$ cat src/hdl/rst_seq_pkg.sv
/*
  constants for the dual rail reset sequencer: timeout, clock rate, output stage choice.
  assumes a single 20 MHz clock drives all users.
*/
package rst_seq_pkg;
  localparam int unsigned CLK_HZ = 20_000_000;
  localparam int unsigned TIMEOUT_MS = 10;
  // 10 ms at 20 MHz, a least time, clamped to at least one cycle
  localparam int unsigned TIMEOUT_CYCLES = (TIMEOUT_MS * (CLK_HZ / 1000) + 0) < 1 ? 1 :
    TIMEOUT_MS * (CLK_HZ / 1000);
  localparam int unsigned CNT_W = $clog2(TIMEOUT_CYCLES + 1);
  localparam logic STAGE_PUSH_PULL = 1'b0;
  localparam logic STAGE_OPEN_DRAIN = 1'b1;
  localparam logic RESET_ASSERTED = 1'b0;
  localparam logic RESET_RELEASED = 1'b1;
endpackage

$ cat src/hdl/rail_channel.sv
/*
  one reset channel: holds reset low while the rail is out of window,
  releases after a full timeout of in-window time.
  assumes sense is synchronous to clk.
*/
`timescale 1ns/1ns
`default_nettype none
module rail_channel
  import rst_seq_pkg::*;
#(
  parameter int unsigned TIMEOUT = TIMEOUT_CYCLES,
  parameter int unsigned W = CNT_W
) (
  input wire logic clk,
  input wire logic rst_n,
  input wire logic ce,
  input wire logic hold,
  input wire logic sense,
  output logic reset_n
);
  localparam logic [W-1:0] CNT_ZERO = '0;
  localparam logic [W-1:0] CNT_ONE = {{(W-1){1'b0}}, 1'b1};
  localparam logic [W-1:0] CNT_END = W'(TIMEOUT - 1);

  logic [W-1:0] cnt_r;
  logic released_r;

  // =====================================
  // timeout counter
  // restart from zero on any excursion, so a flickering rail never releases early
  // an excursion restarts the count even with ce low, else a frozen channel would release at once on return
  always_ff @(posedge clk) begin
    if (!rst_n) begin
      cnt_r <= CNT_ZERO;
    end else if (!sense) begin
      cnt_r <= CNT_ZERO;
    end else if (ce) begin
      if (hold) begin
        cnt_r <= CNT_ZERO;
      end else if (!released_r && cnt_r != CNT_END) begin
        cnt_r <= cnt_r + CNT_ONE;
      end
    end
  end

  // =====================================
  // release state
  always_ff @(posedge clk) begin
    if (!rst_n) begin
      released_r <= 1'b0;
    end else if (!sense) begin
      released_r <= 1'b0;
    end else if (ce) begin
      if (hold) begin
        released_r <= 1'b0;
      end else if (cnt_r == CNT_END) begin
        released_r <= 1'b1;
      end
    end
  end

  // combinational low path: an out-of-window rail asserts reset with no clock delay
  assign reset_n = (sense && released_r && !hold) ? RESET_RELEASED : RESET_ASSERTED;

  // =====================================
  // checks
  property p_fast_assert;
    @(posedge clk) disable iff (!rst_n) !sense |-> !reset_n;
  endproperty
  a_fast_assert: assert property (p_fast_assert) else $error("reset not low with rail out");

  property p_no_early_release;
    @(posedge clk) disable iff (!rst_n) $rose(reset_n) |-> $past(sense) && $past(cnt_r) == CNT_END;
  endproperty
  a_no_early_release: assert property (p_no_early_release) else $error("release before timeout");

  property p_restart;
    @(posedge clk) disable iff (!rst_n) (ce && !sense) |=> cnt_r == CNT_ZERO;
  endproperty
  a_restart: assert property (p_restart) else $error("counter did not restart");

  property p_release_done;
    @(posedge clk) disable iff (!rst_n) (ce && sense && !hold && cnt_r == CNT_END) ##1 (sense && !hold)
      |-> reset_n;
  endproperty
  a_release_done: assert property (p_release_done) else $error("no release after timeout");
endmodule // rail_channel
`default_nettype wire

$ cat src/hdl/dual_rail_reset_timeout.sv
/*
  dual rail reset generator behind a window supervisor: two independent channels,
  power-up hold, open-drain or push-pull output stage.
  assumes rst_n is the supply lockout release, synchronous to the free running clk.
*/
`timescale 1ns/1ns
`default_nettype none
module dual_rail_reset_timeout
  import rst_seq_pkg::*;
#(
  parameter int unsigned TIMEOUT = TIMEOUT_CYCLES, // 10 ms default
  parameter logic OUT_STAGE = STAGE_PUSH_PULL
) (
  input wire logic clk,
  input wire logic rst_n,
  input wire logic ce,
  input wire logic rail_one_sense,
  input wire logic rail_two_sense,
  output logic rail_one_reset_n_o,
  output logic rail_one_reset_n_oe,
  output logic rail_two_reset_n_o,
  output logic rail_two_reset_n_oe,
  output logic supply_lockout_hold
);
  localparam int unsigned W = $clog2(TIMEOUT + 1);
  localparam logic [W-1:0] CNT_ZERO = '0;
  localparam logic [W-1:0] CNT_ONE = {{(W-1){1'b0}}, 1'b1};
  localparam logic [W-1:0] CNT_END = W'(TIMEOUT - 1);

  typedef enum logic [0:0] {
    ST_POWERUP = 1'b0,
    ST_RUN = 1'b1
  } pu_state_t;

  pu_state_t state_r;
  logic [W-1:0] pu_cnt_r;
  logic hold;
  logic one_n;
  logic two_n;

  // =====================================
  // power-up hold after lockout release
  // the hold only forces reset; each channel still times its own rail during the hold
  always_ff @(posedge clk) begin
    if (!rst_n) begin
      state_r <= ST_POWERUP;
      pu_cnt_r <= CNT_ZERO;
    end else if (ce) begin
      case (state_r)
        ST_POWERUP: begin
          if (pu_cnt_r == CNT_END) begin
            state_r <= ST_RUN;
          end else begin
            pu_cnt_r <= pu_cnt_r + CNT_ONE;
          end
        end
        default: begin
          state_r <= ST_RUN;
        end
      endcase
    end
  end

  assign hold = (state_r == ST_POWERUP);
  assign supply_lockout_hold = hold;

  // =====================================
  // channels, one instance per rail with no shared state
  rail_channel #(.TIMEOUT(TIMEOUT), .W(W)) u_one (
    .clk(clk),
    .rst_n(rst_n),
    .ce(ce),
    .hold(1'b0),
    .sense(rail_one_sense),
    .reset_n(one_n)
  );

  rail_channel #(.TIMEOUT(TIMEOUT), .W(W)) u_two (
    .clk(clk),
    .rst_n(rst_n),
    .ce(ce),
    .hold(1'b0),
    .sense(rail_two_sense),
    .reset_n(two_n)
  );

  // =====================================
  // output stage
  // channels run through the power-up window too, so a rail already good releases
  // exactly when the hold ends: the two timeouts coincide, both 10 ms
  logic one_final;
  logic two_final;
  assign one_final = one_n & ~hold;
  assign two_final = two_n & ~hold;

  // open drain: drive low only, release otherwise; push-pull drives always
  // the high level of an open-drain pin comes from the board pull-up, so it rises slowly
  function automatic logic stage_o(input logic level);
    if (OUT_STAGE == STAGE_OPEN_DRAIN) begin
      stage_o = RESET_ASSERTED;
    end else begin
      stage_o = level;
    end
  endfunction

  function automatic logic stage_oe(input logic level);
    if (OUT_STAGE == STAGE_OPEN_DRAIN) begin
      stage_oe = ~level;
    end else begin
      stage_oe = 1'b1;
    end
  endfunction

  assign rail_one_reset_n_o = stage_o(one_final);
  assign rail_one_reset_n_oe = stage_oe(one_final);
  assign rail_two_reset_n_o = stage_o(two_final);
  assign rail_two_reset_n_oe = stage_oe(two_final);

  // =====================================
  // checks
  property p_pu_hold;
    @(posedge clk) disable iff (!rst_n) hold |-> !one_final && !two_final;
  endproperty
  a_pu_hold: assert property (p_pu_hold) else $error("reset released during power-up hold");

  property p_one_own;
    @(posedge clk) disable iff (!rst_n) !rail_one_sense |-> !one_final;
  endproperty
  a_one_own: assert property (p_one_own) else $error("rail one out but reset one high");

  property p_two_own;
    @(posedge clk) disable iff (!rst_n) !rail_two_sense |-> !two_final;
  endproperty
  a_two_own: assert property (p_two_own) else $error("rail two out but reset two high");

  property p_od_low;
    @(posedge clk) disable iff (!rst_n) (OUT_STAGE == STAGE_OPEN_DRAIN) |->
      !rail_one_reset_n_o && !rail_two_reset_n_o;
  endproperty
  a_od_low: assert property (p_od_low) else $error("open drain stage drives high");

  // =====================================
  // hold and pin level checks, valid for either output stage

  property p_rst_hold;
    @(posedge clk) !rst_n |=> hold;
  endproperty
  a_rst_hold: assert property (p_rst_hold) else $error("lockout did not start the hold");

  property p_hold_len;
    @(posedge clk) disable iff (!rst_n) $fell(hold) |-> $past(pu_cnt_r) == CNT_END;
  endproperty
  a_hold_len: assert property (p_hold_len) else $error("hold ended early");

  property p_hold_run;
    @(posedge clk) disable iff (!rst_n) (hold && pu_cnt_r != CNT_END) |=> hold;
  endproperty
  a_hold_run: assert property (p_hold_run) else $error("hold dropped before count end");

  property p_hold_ends;
    @(posedge clk) disable iff (!rst_n) (ce && hold && pu_cnt_r == CNT_END) |=> !hold;
  endproperty
  a_hold_ends: assert property (p_hold_ends) else $error("hold did not end");

  property p_pins_hold;
    @(posedge clk) disable iff (!rst_n) hold |->
      rail_one_reset_n_oe && !rail_one_reset_n_o && rail_two_reset_n_oe && !rail_two_reset_n_o;
  endproperty
  a_pins_hold: assert property (p_pins_hold) else $error("pin not driven low during hold");

  property p_one_rise;
    @(posedge clk) disable iff (!rst_n) $rose(one_final) |-> $past(rail_one_sense) && rail_one_sense;
  endproperty
  a_one_rise: assert property (p_one_rise) else $error("reset one released with rail one out");

  property p_two_rise;
    @(posedge clk) disable iff (!rst_n) $rose(two_final) |-> $past(rail_two_sense) && rail_two_sense;
  endproperty
  a_two_rise: assert property (p_two_rise) else $error("reset two released with rail two out");

  property p_one_pin_low;
    @(posedge clk) disable iff (!rst_n) !rail_one_sense |-> rail_one_reset_n_oe && !rail_one_reset_n_o;
  endproperty
  a_one_pin_low: assert property (p_one_pin_low) else $error("pin one not low with rail out");

  property p_two_pin_low;
    @(posedge clk) disable iff (!rst_n) !rail_two_sense |-> rail_two_reset_n_oe && !rail_two_reset_n_o;
  endproperty
  a_two_pin_low: assert property (p_two_pin_low) else $error("pin two not low with rail out");

  property p_pp_drive;
    @(posedge clk) disable iff (!rst_n) (OUT_STAGE == STAGE_PUSH_PULL) |->
      rail_one_reset_n_oe && rail_two_reset_n_oe;
  endproperty
  a_pp_drive: assert property (p_pp_drive) else $error("push-pull stage not driving");

  property p_od_release;
    @(posedge clk) disable iff (!rst_n) (OUT_STAGE == STAGE_OPEN_DRAIN && one_final && two_final) |->
      !rail_one_reset_n_oe && !rail_two_reset_n_oe;
  endproperty
  a_od_release: assert property (p_od_release) else $error("open drain pin not released");
endmodule // dual_rail_reset_timeout
`default_nettype wire

$ cat config.mk
export PLATFORM = sky130hd
export DESIGN_NAME = dual_rail_reset_timeout
export DESIGN_NICKNAME = d
export VERILOG_FILES = /design/src/hdl/rst_seq_pkg.sv /design/src/hdl/rail_channel.sv /design/src/hdl/dual_rail_reset_timeout.sv
export SDC_FILE = /design/constraint.sdc
export NUM_CORES = 1
export LEC_CHECK = 0
export BUFFER_PORTS_ARGS = -buffer_cell sky130_fd_sc_hd__buf_2
export CAP_MARGIN = 20
export CORE_ASPECT_RATIO = 0.8
export CORE_MARGIN = 5
export CORE_UTILIZATION = 46
export CTS_CLUSTER_SIZE = 24
export DETAILED_ROUTE_END_ITERATION = 7
export PLACE_DENSITY = 0.71
export SKIP_LAST_GASP = 1
export SYNTH_ARGS = -nofsm -noshare
export SYNTH_HDL_FRONTEND = slang
export SYNTH_HIERARCHICAL = 1
export SYNTH_SLANG_ARGS = --single-unit
$ cat constraint.sdc
create_clock -name clk -period 3.05 [get_ports clk]
set_clock_uncertainty 0.15 [all_clocks]
set_input_delay 0.1525 -clock clk [delete_from_list [all_inputs] [get_ports clk]]
set_output_delay 0.1525 -clock clk [all_outputs]
set_load 0.02 [all_outputs]
# After elaboration in Yosys (flattened, before gate mapping)
# Cells that the tools add are included.
dict set report op_classes {
  addsub 3
  eq_ne 5
  n_reduce_logical 13
  bitwise 4
  n_mux 4
}
# op n
set ops {}
lappend ops {{$add A18 B1 Y18 const B} 3}
lappend ops {{$eq A18 B18 Y1 const B} 3}
lappend ops {{$ne A18 B18 Y1 const B} 2}
lappend ops {{$reduce_and A2 Y1} 6}
lappend ops {{$logic_and A1 B1 Y1} 4}
lappend ops {{$mux W1} 4}
lappend ops {{$reduce_and A3 Y1} 1}
lappend ops {{$and A1 B1 Y1} 2}
lappend ops {{$logic_not A1 Y1} 2}
lappend ops {{$not A1 Y1} 2}
dict set report totals {
  in_bits 5
  wordCells 35
  regBits 57
  output_inout_bits 5
}

# Depth between registers and ports, before layout
dict set report logic_depth {
  word_depth 3
  mapped_depth 6
  mapped_depth_nobuf 6
}

# By module
# The synthesis kept the hierarchy.
# module cells_each seq_area_each_um2 n_inst area_each_um2
set by_module_without_submodules {}
lappend by_module_without_submodules {rail_channel 144 380.4 2 1137.3}
lappend by_module_without_submodules {dual_rail_reset_timeout 123 380.4 1 1043.5}

# Worst setup path before layout
# No wires, ideal clock.
dict set report synth_path {
  kind {reg-to-reg}
  startpoint {register u_one.cnt_r[0]}
  endpoint {register u_one.cnt_r[16]}
  setup_time_ns 0.075
  t_required_ns 2.825
  arrival_ns 1.748
  slack_ns 1.076
  period_less_slack_ns 1.974
  path_buffers 0
  path_stages_with_launch 7
  path_cell_list {dfxtp_1 ha_1 inv_1 or4_4 nand2b_4 or3_1 a31oi_1}
}
dict set report synth_between {
  elab_chain_cells 3
  elab_cells_between_ends 4
  cone_classes {1 x add/sub; 1 x eq/ne; 2 x reduce/logical}
}
# element line_no
set synth_lines {}
lappend synth_lines {{start: declaration} rail_channel.sv:25} ;# logic [W-1:0] cnt_r;
lappend synth_lines {{start signal: assignment} rail_channel.sv:41} ;# cnt_r <= cnt_r + CNT_ONE;
lappend synth_lines {{parallel branches: the longest is 3 deep, another holds $add A18 B1 Y18} -}
# Several ways; the timed one is not identified.
# A chain may end at the register's enable or synchronous reset.

# Worst setup path in the final report
dict set report layout_path {
  startpoint {register u_one.cnt_r[14]}
  endpoint {register u_one.cnt_r[5]}
}
dict set report layout_between {
  elab_chain_cells 3
}
# element line_no
set layout_lines {}
lappend layout_lines {{$ne A18 B18 Y1} rail_channel.sv:40} ;# end else if (!released_r && cnt_r != CNT_END) begin
lappend layout_lines {{$logic_and A1 B1 Y1} rail_channel.sv:40}
lappend layout_lines {{$reduce_and A2 Y1 (no line)} -}
# Every way passes these cells.

==> results.md <==
- WL final: approximately 7.9 mm
- Worst Path Required: roughly 3.1 ns
- FF+latch count, synth: 57
- Buffers on Ports: 7
- Main synth FF type: dfxtp_1
- Xor and xnor area share after synthesis: under 10%
- Die Ht: roughly 86 µm
- Slack of the worst reg-to-reg path: around 0.83 ns
- # Max-Cap Violations: 0
- Row Count: 27
- LEAKAGE: about 1.2 nW
- Count leader, synth: dfxtp_1
- Antenna Nets Post-Route: 0
- Slew Viols, Final: 0
- CTS Buffer Depth: 2
- CTS tree: built
- Setup repair after global routing missed its margin: false
- Core Area: 6960 µm²
- Post-synthesis adder-cell area fraction: 1.13%
- Compound-Gate Fraction of Synth Area: a little over a fifth
- # resized after CTS: 0
- CTS buffer count: 9
- Final setup vio count: 0
- Cts hold-fix bufs: 0
- I/O pins: 10
- Seq/Total Area, Yosys: roughly a third
- Critical Path Fanout Max: 9
- Simple-gate share of the synthesized area: a little over a third
- Tot Pwr: about 0.0016 W
- Final worst path period need: around 2.2 ns
- Fin. Hold Viols: 0
- Die W: roughly 100 µm
- Syn_area_per_cell: slightly above 8 µm²
- Max rail drop VDD: around 0.17 mV
- Fraction of synthesized cell area taken by the top area cell type: 34.4%
- Layout Nets: roughly 420
- GRT Util Overall: ~18%
- Worst hold path class: in -> reg
- Pwr dens: roughly 440 nW/µm²
- Synth area leader: dfxtp_1
- Synth-to-Final Area Change: 8.07%
- Count of cell types in the netlist: 66
- CP endpoint kind: flop
- Fin cells: roughly 510
- Final setup TNS: 0 ns
- Multiplexer share of the synthesized area: less than 1%
- Die area: between 9000 and 10,000 µm²
- Netlist Area Pre-Place: around 3300 µm²
- Routed WL per cell: roughly 15 µm
- Main combinational cell family by area after synthesis: simple AND/OR/NAND/NOR gates
- Crit path DAT: ~2.3 ns
- Routed vias/inst: 6.22
- Period utilisation layout: between 70% and 80%
- Residual DRC: 0
- Largest net degree at the start of global routing: 22
- Vias: roughly 3,200
- DR pass1 iterations: 5
- Total clock sinks: 57
- Clock Latency Late Sink: 0.34 ns
- Initial Util: between 40% and 50%
- H-tree depth: 3
- First-pass GRT wire length: roughly 13 mm
- Achievable Freq: between 0.4 and 0.5 GHz
- Global route overflow: 0
- Crit path kind: reg -> reg
- Async set or reset register ratio after synthesis: 0%
- Clock root buffer: clkbuf_8
- Status: finished, final reports clean
- Buffer count from post-CTS setup fixing: 0
- Yosys warning total: 6
- Post-DP HPWL: between 5 and 6 mm
- Antenna diodes: 0
- Largest cells by area after synthesis: dfxtp_1, nor2_1, a21oi_1
- Commonest cells in the netlist: dfxtp_1, nor2_1, nand2_1
- Clk slew on worst S/H paths: roughly 0.070 ns
- Critical Path Start Type: flop
- Placed cell count: approximately 490
- Share of layout cells above drive strength 1: between 10 and 15%
- Initial antenna violation count: 0
- Initial DRC count: 262
- Post-Syn Instances: 411
- Vias in the first global route: between 2,000 and 3,000
- GP Congestion: slightly below 0.9
- EDFF count, synth: 0
==> cell type report <==
type	count	area, µm²
clock buffers	11	141
clock inverters	5	55.1
fillers	670	3370
inverters	16	60.1
multi-input cells	324	2040
flip-flops and latches	57	1140
well taps	87	109
repair buffers	7	35.0
==> metal layers <==
metal,vias to the layer above,global-route usage [%],wire length (µm)
met5,-,0,0
met4,0,4.99,120
li1,1549,-,-
met2,105,26.7,3420
met3,15,4.97,444
met1,1484,25.0,3870
==> layout by cell type (no fill, tap or decap), drive strengths merged, types with 12 or more instances in the layout <==
cell and n:
inv 16, o21ai 20, nor4 12, a21oi 31, dfxtp 57, or3 13, nand3 27, nand2 35
nand4 12, nor2 46
==> sequential cells by signal, summed over array words and instances, names as in the netlist <==
name,cells
pu_cnt_r,18
state_r,1
u_one/cnt_r,18
u_one/released_r,1
u_two/cnt_r,18
u_two/released_r,1
==> through the flow <==
stage	hold slack, ns	cell area, µm²	worst slack [ns]	utilization [%]
detailed placement	0.316	3390	0.879	48.7
global placement	0.299	3390	0.884	48.7
finish	0.0497	3590	0.834	51.5
CTS	0.0382	3590	0.863	51.5
global route	0.0629	3590	0.695	51.5
floorplan	0.142	3330	1.08	-
==> worst max-delay path, cell delays in order, from the launching register on <==
cell and delay, ns:
dfxtp_1 0.36, nor4b_1 0.37, nand4b_1 0.35, o311ai_4 0.51
nor2_1 0.10, o221a_2 0.28
==> where the power goes <==
part           switching [W]  total [W]  internal, W
registers         0.00000992   0.000763     0.000753
clock network       0.000310   0.000707     0.000397
logic              0.0000691  0.0000976    0.0000285
total               0.000389    0.00157      0.00118
==> cell families (layout without fill, tap and decap cells) <==
kind of cell             after synthesis  after routing
adder cells (fa/ha/maj)                3              3
AO/OA/AOI/OAI                         99             99
multiplexers                           2              2
flip-flops                            57             57
AND/OR/NAND/NOR                      209            209
other                                  2              4
XOR/XNOR                               7              7
buffers and inverters                 32             39
==> worst paths after layout <==
kind | start | endpoint | cells after the start
worst max-delay path | u_one/cnt_r[14]$_SDFFE_PN0P_ | u_one/cnt_r[5]$_SDFFE_PN0P_ | 5
worst min-delay path | rst_n | pu_cnt_r[3]$_SDFFE_PN0P_ | 2
worst max register to register | u_one/cnt_r[14]$_SDFFE_PN0P_ | u_one/cnt_r[5]$_SDFFE_PN0P_ | 5
worst min register to register | pu_cnt_r[17]$_SDFFE_PN0P_ | pu_cnt_r[17]$_SDFFE_PN0P_ | 2
Note: power is estimated with default switching activity, not from simulation.
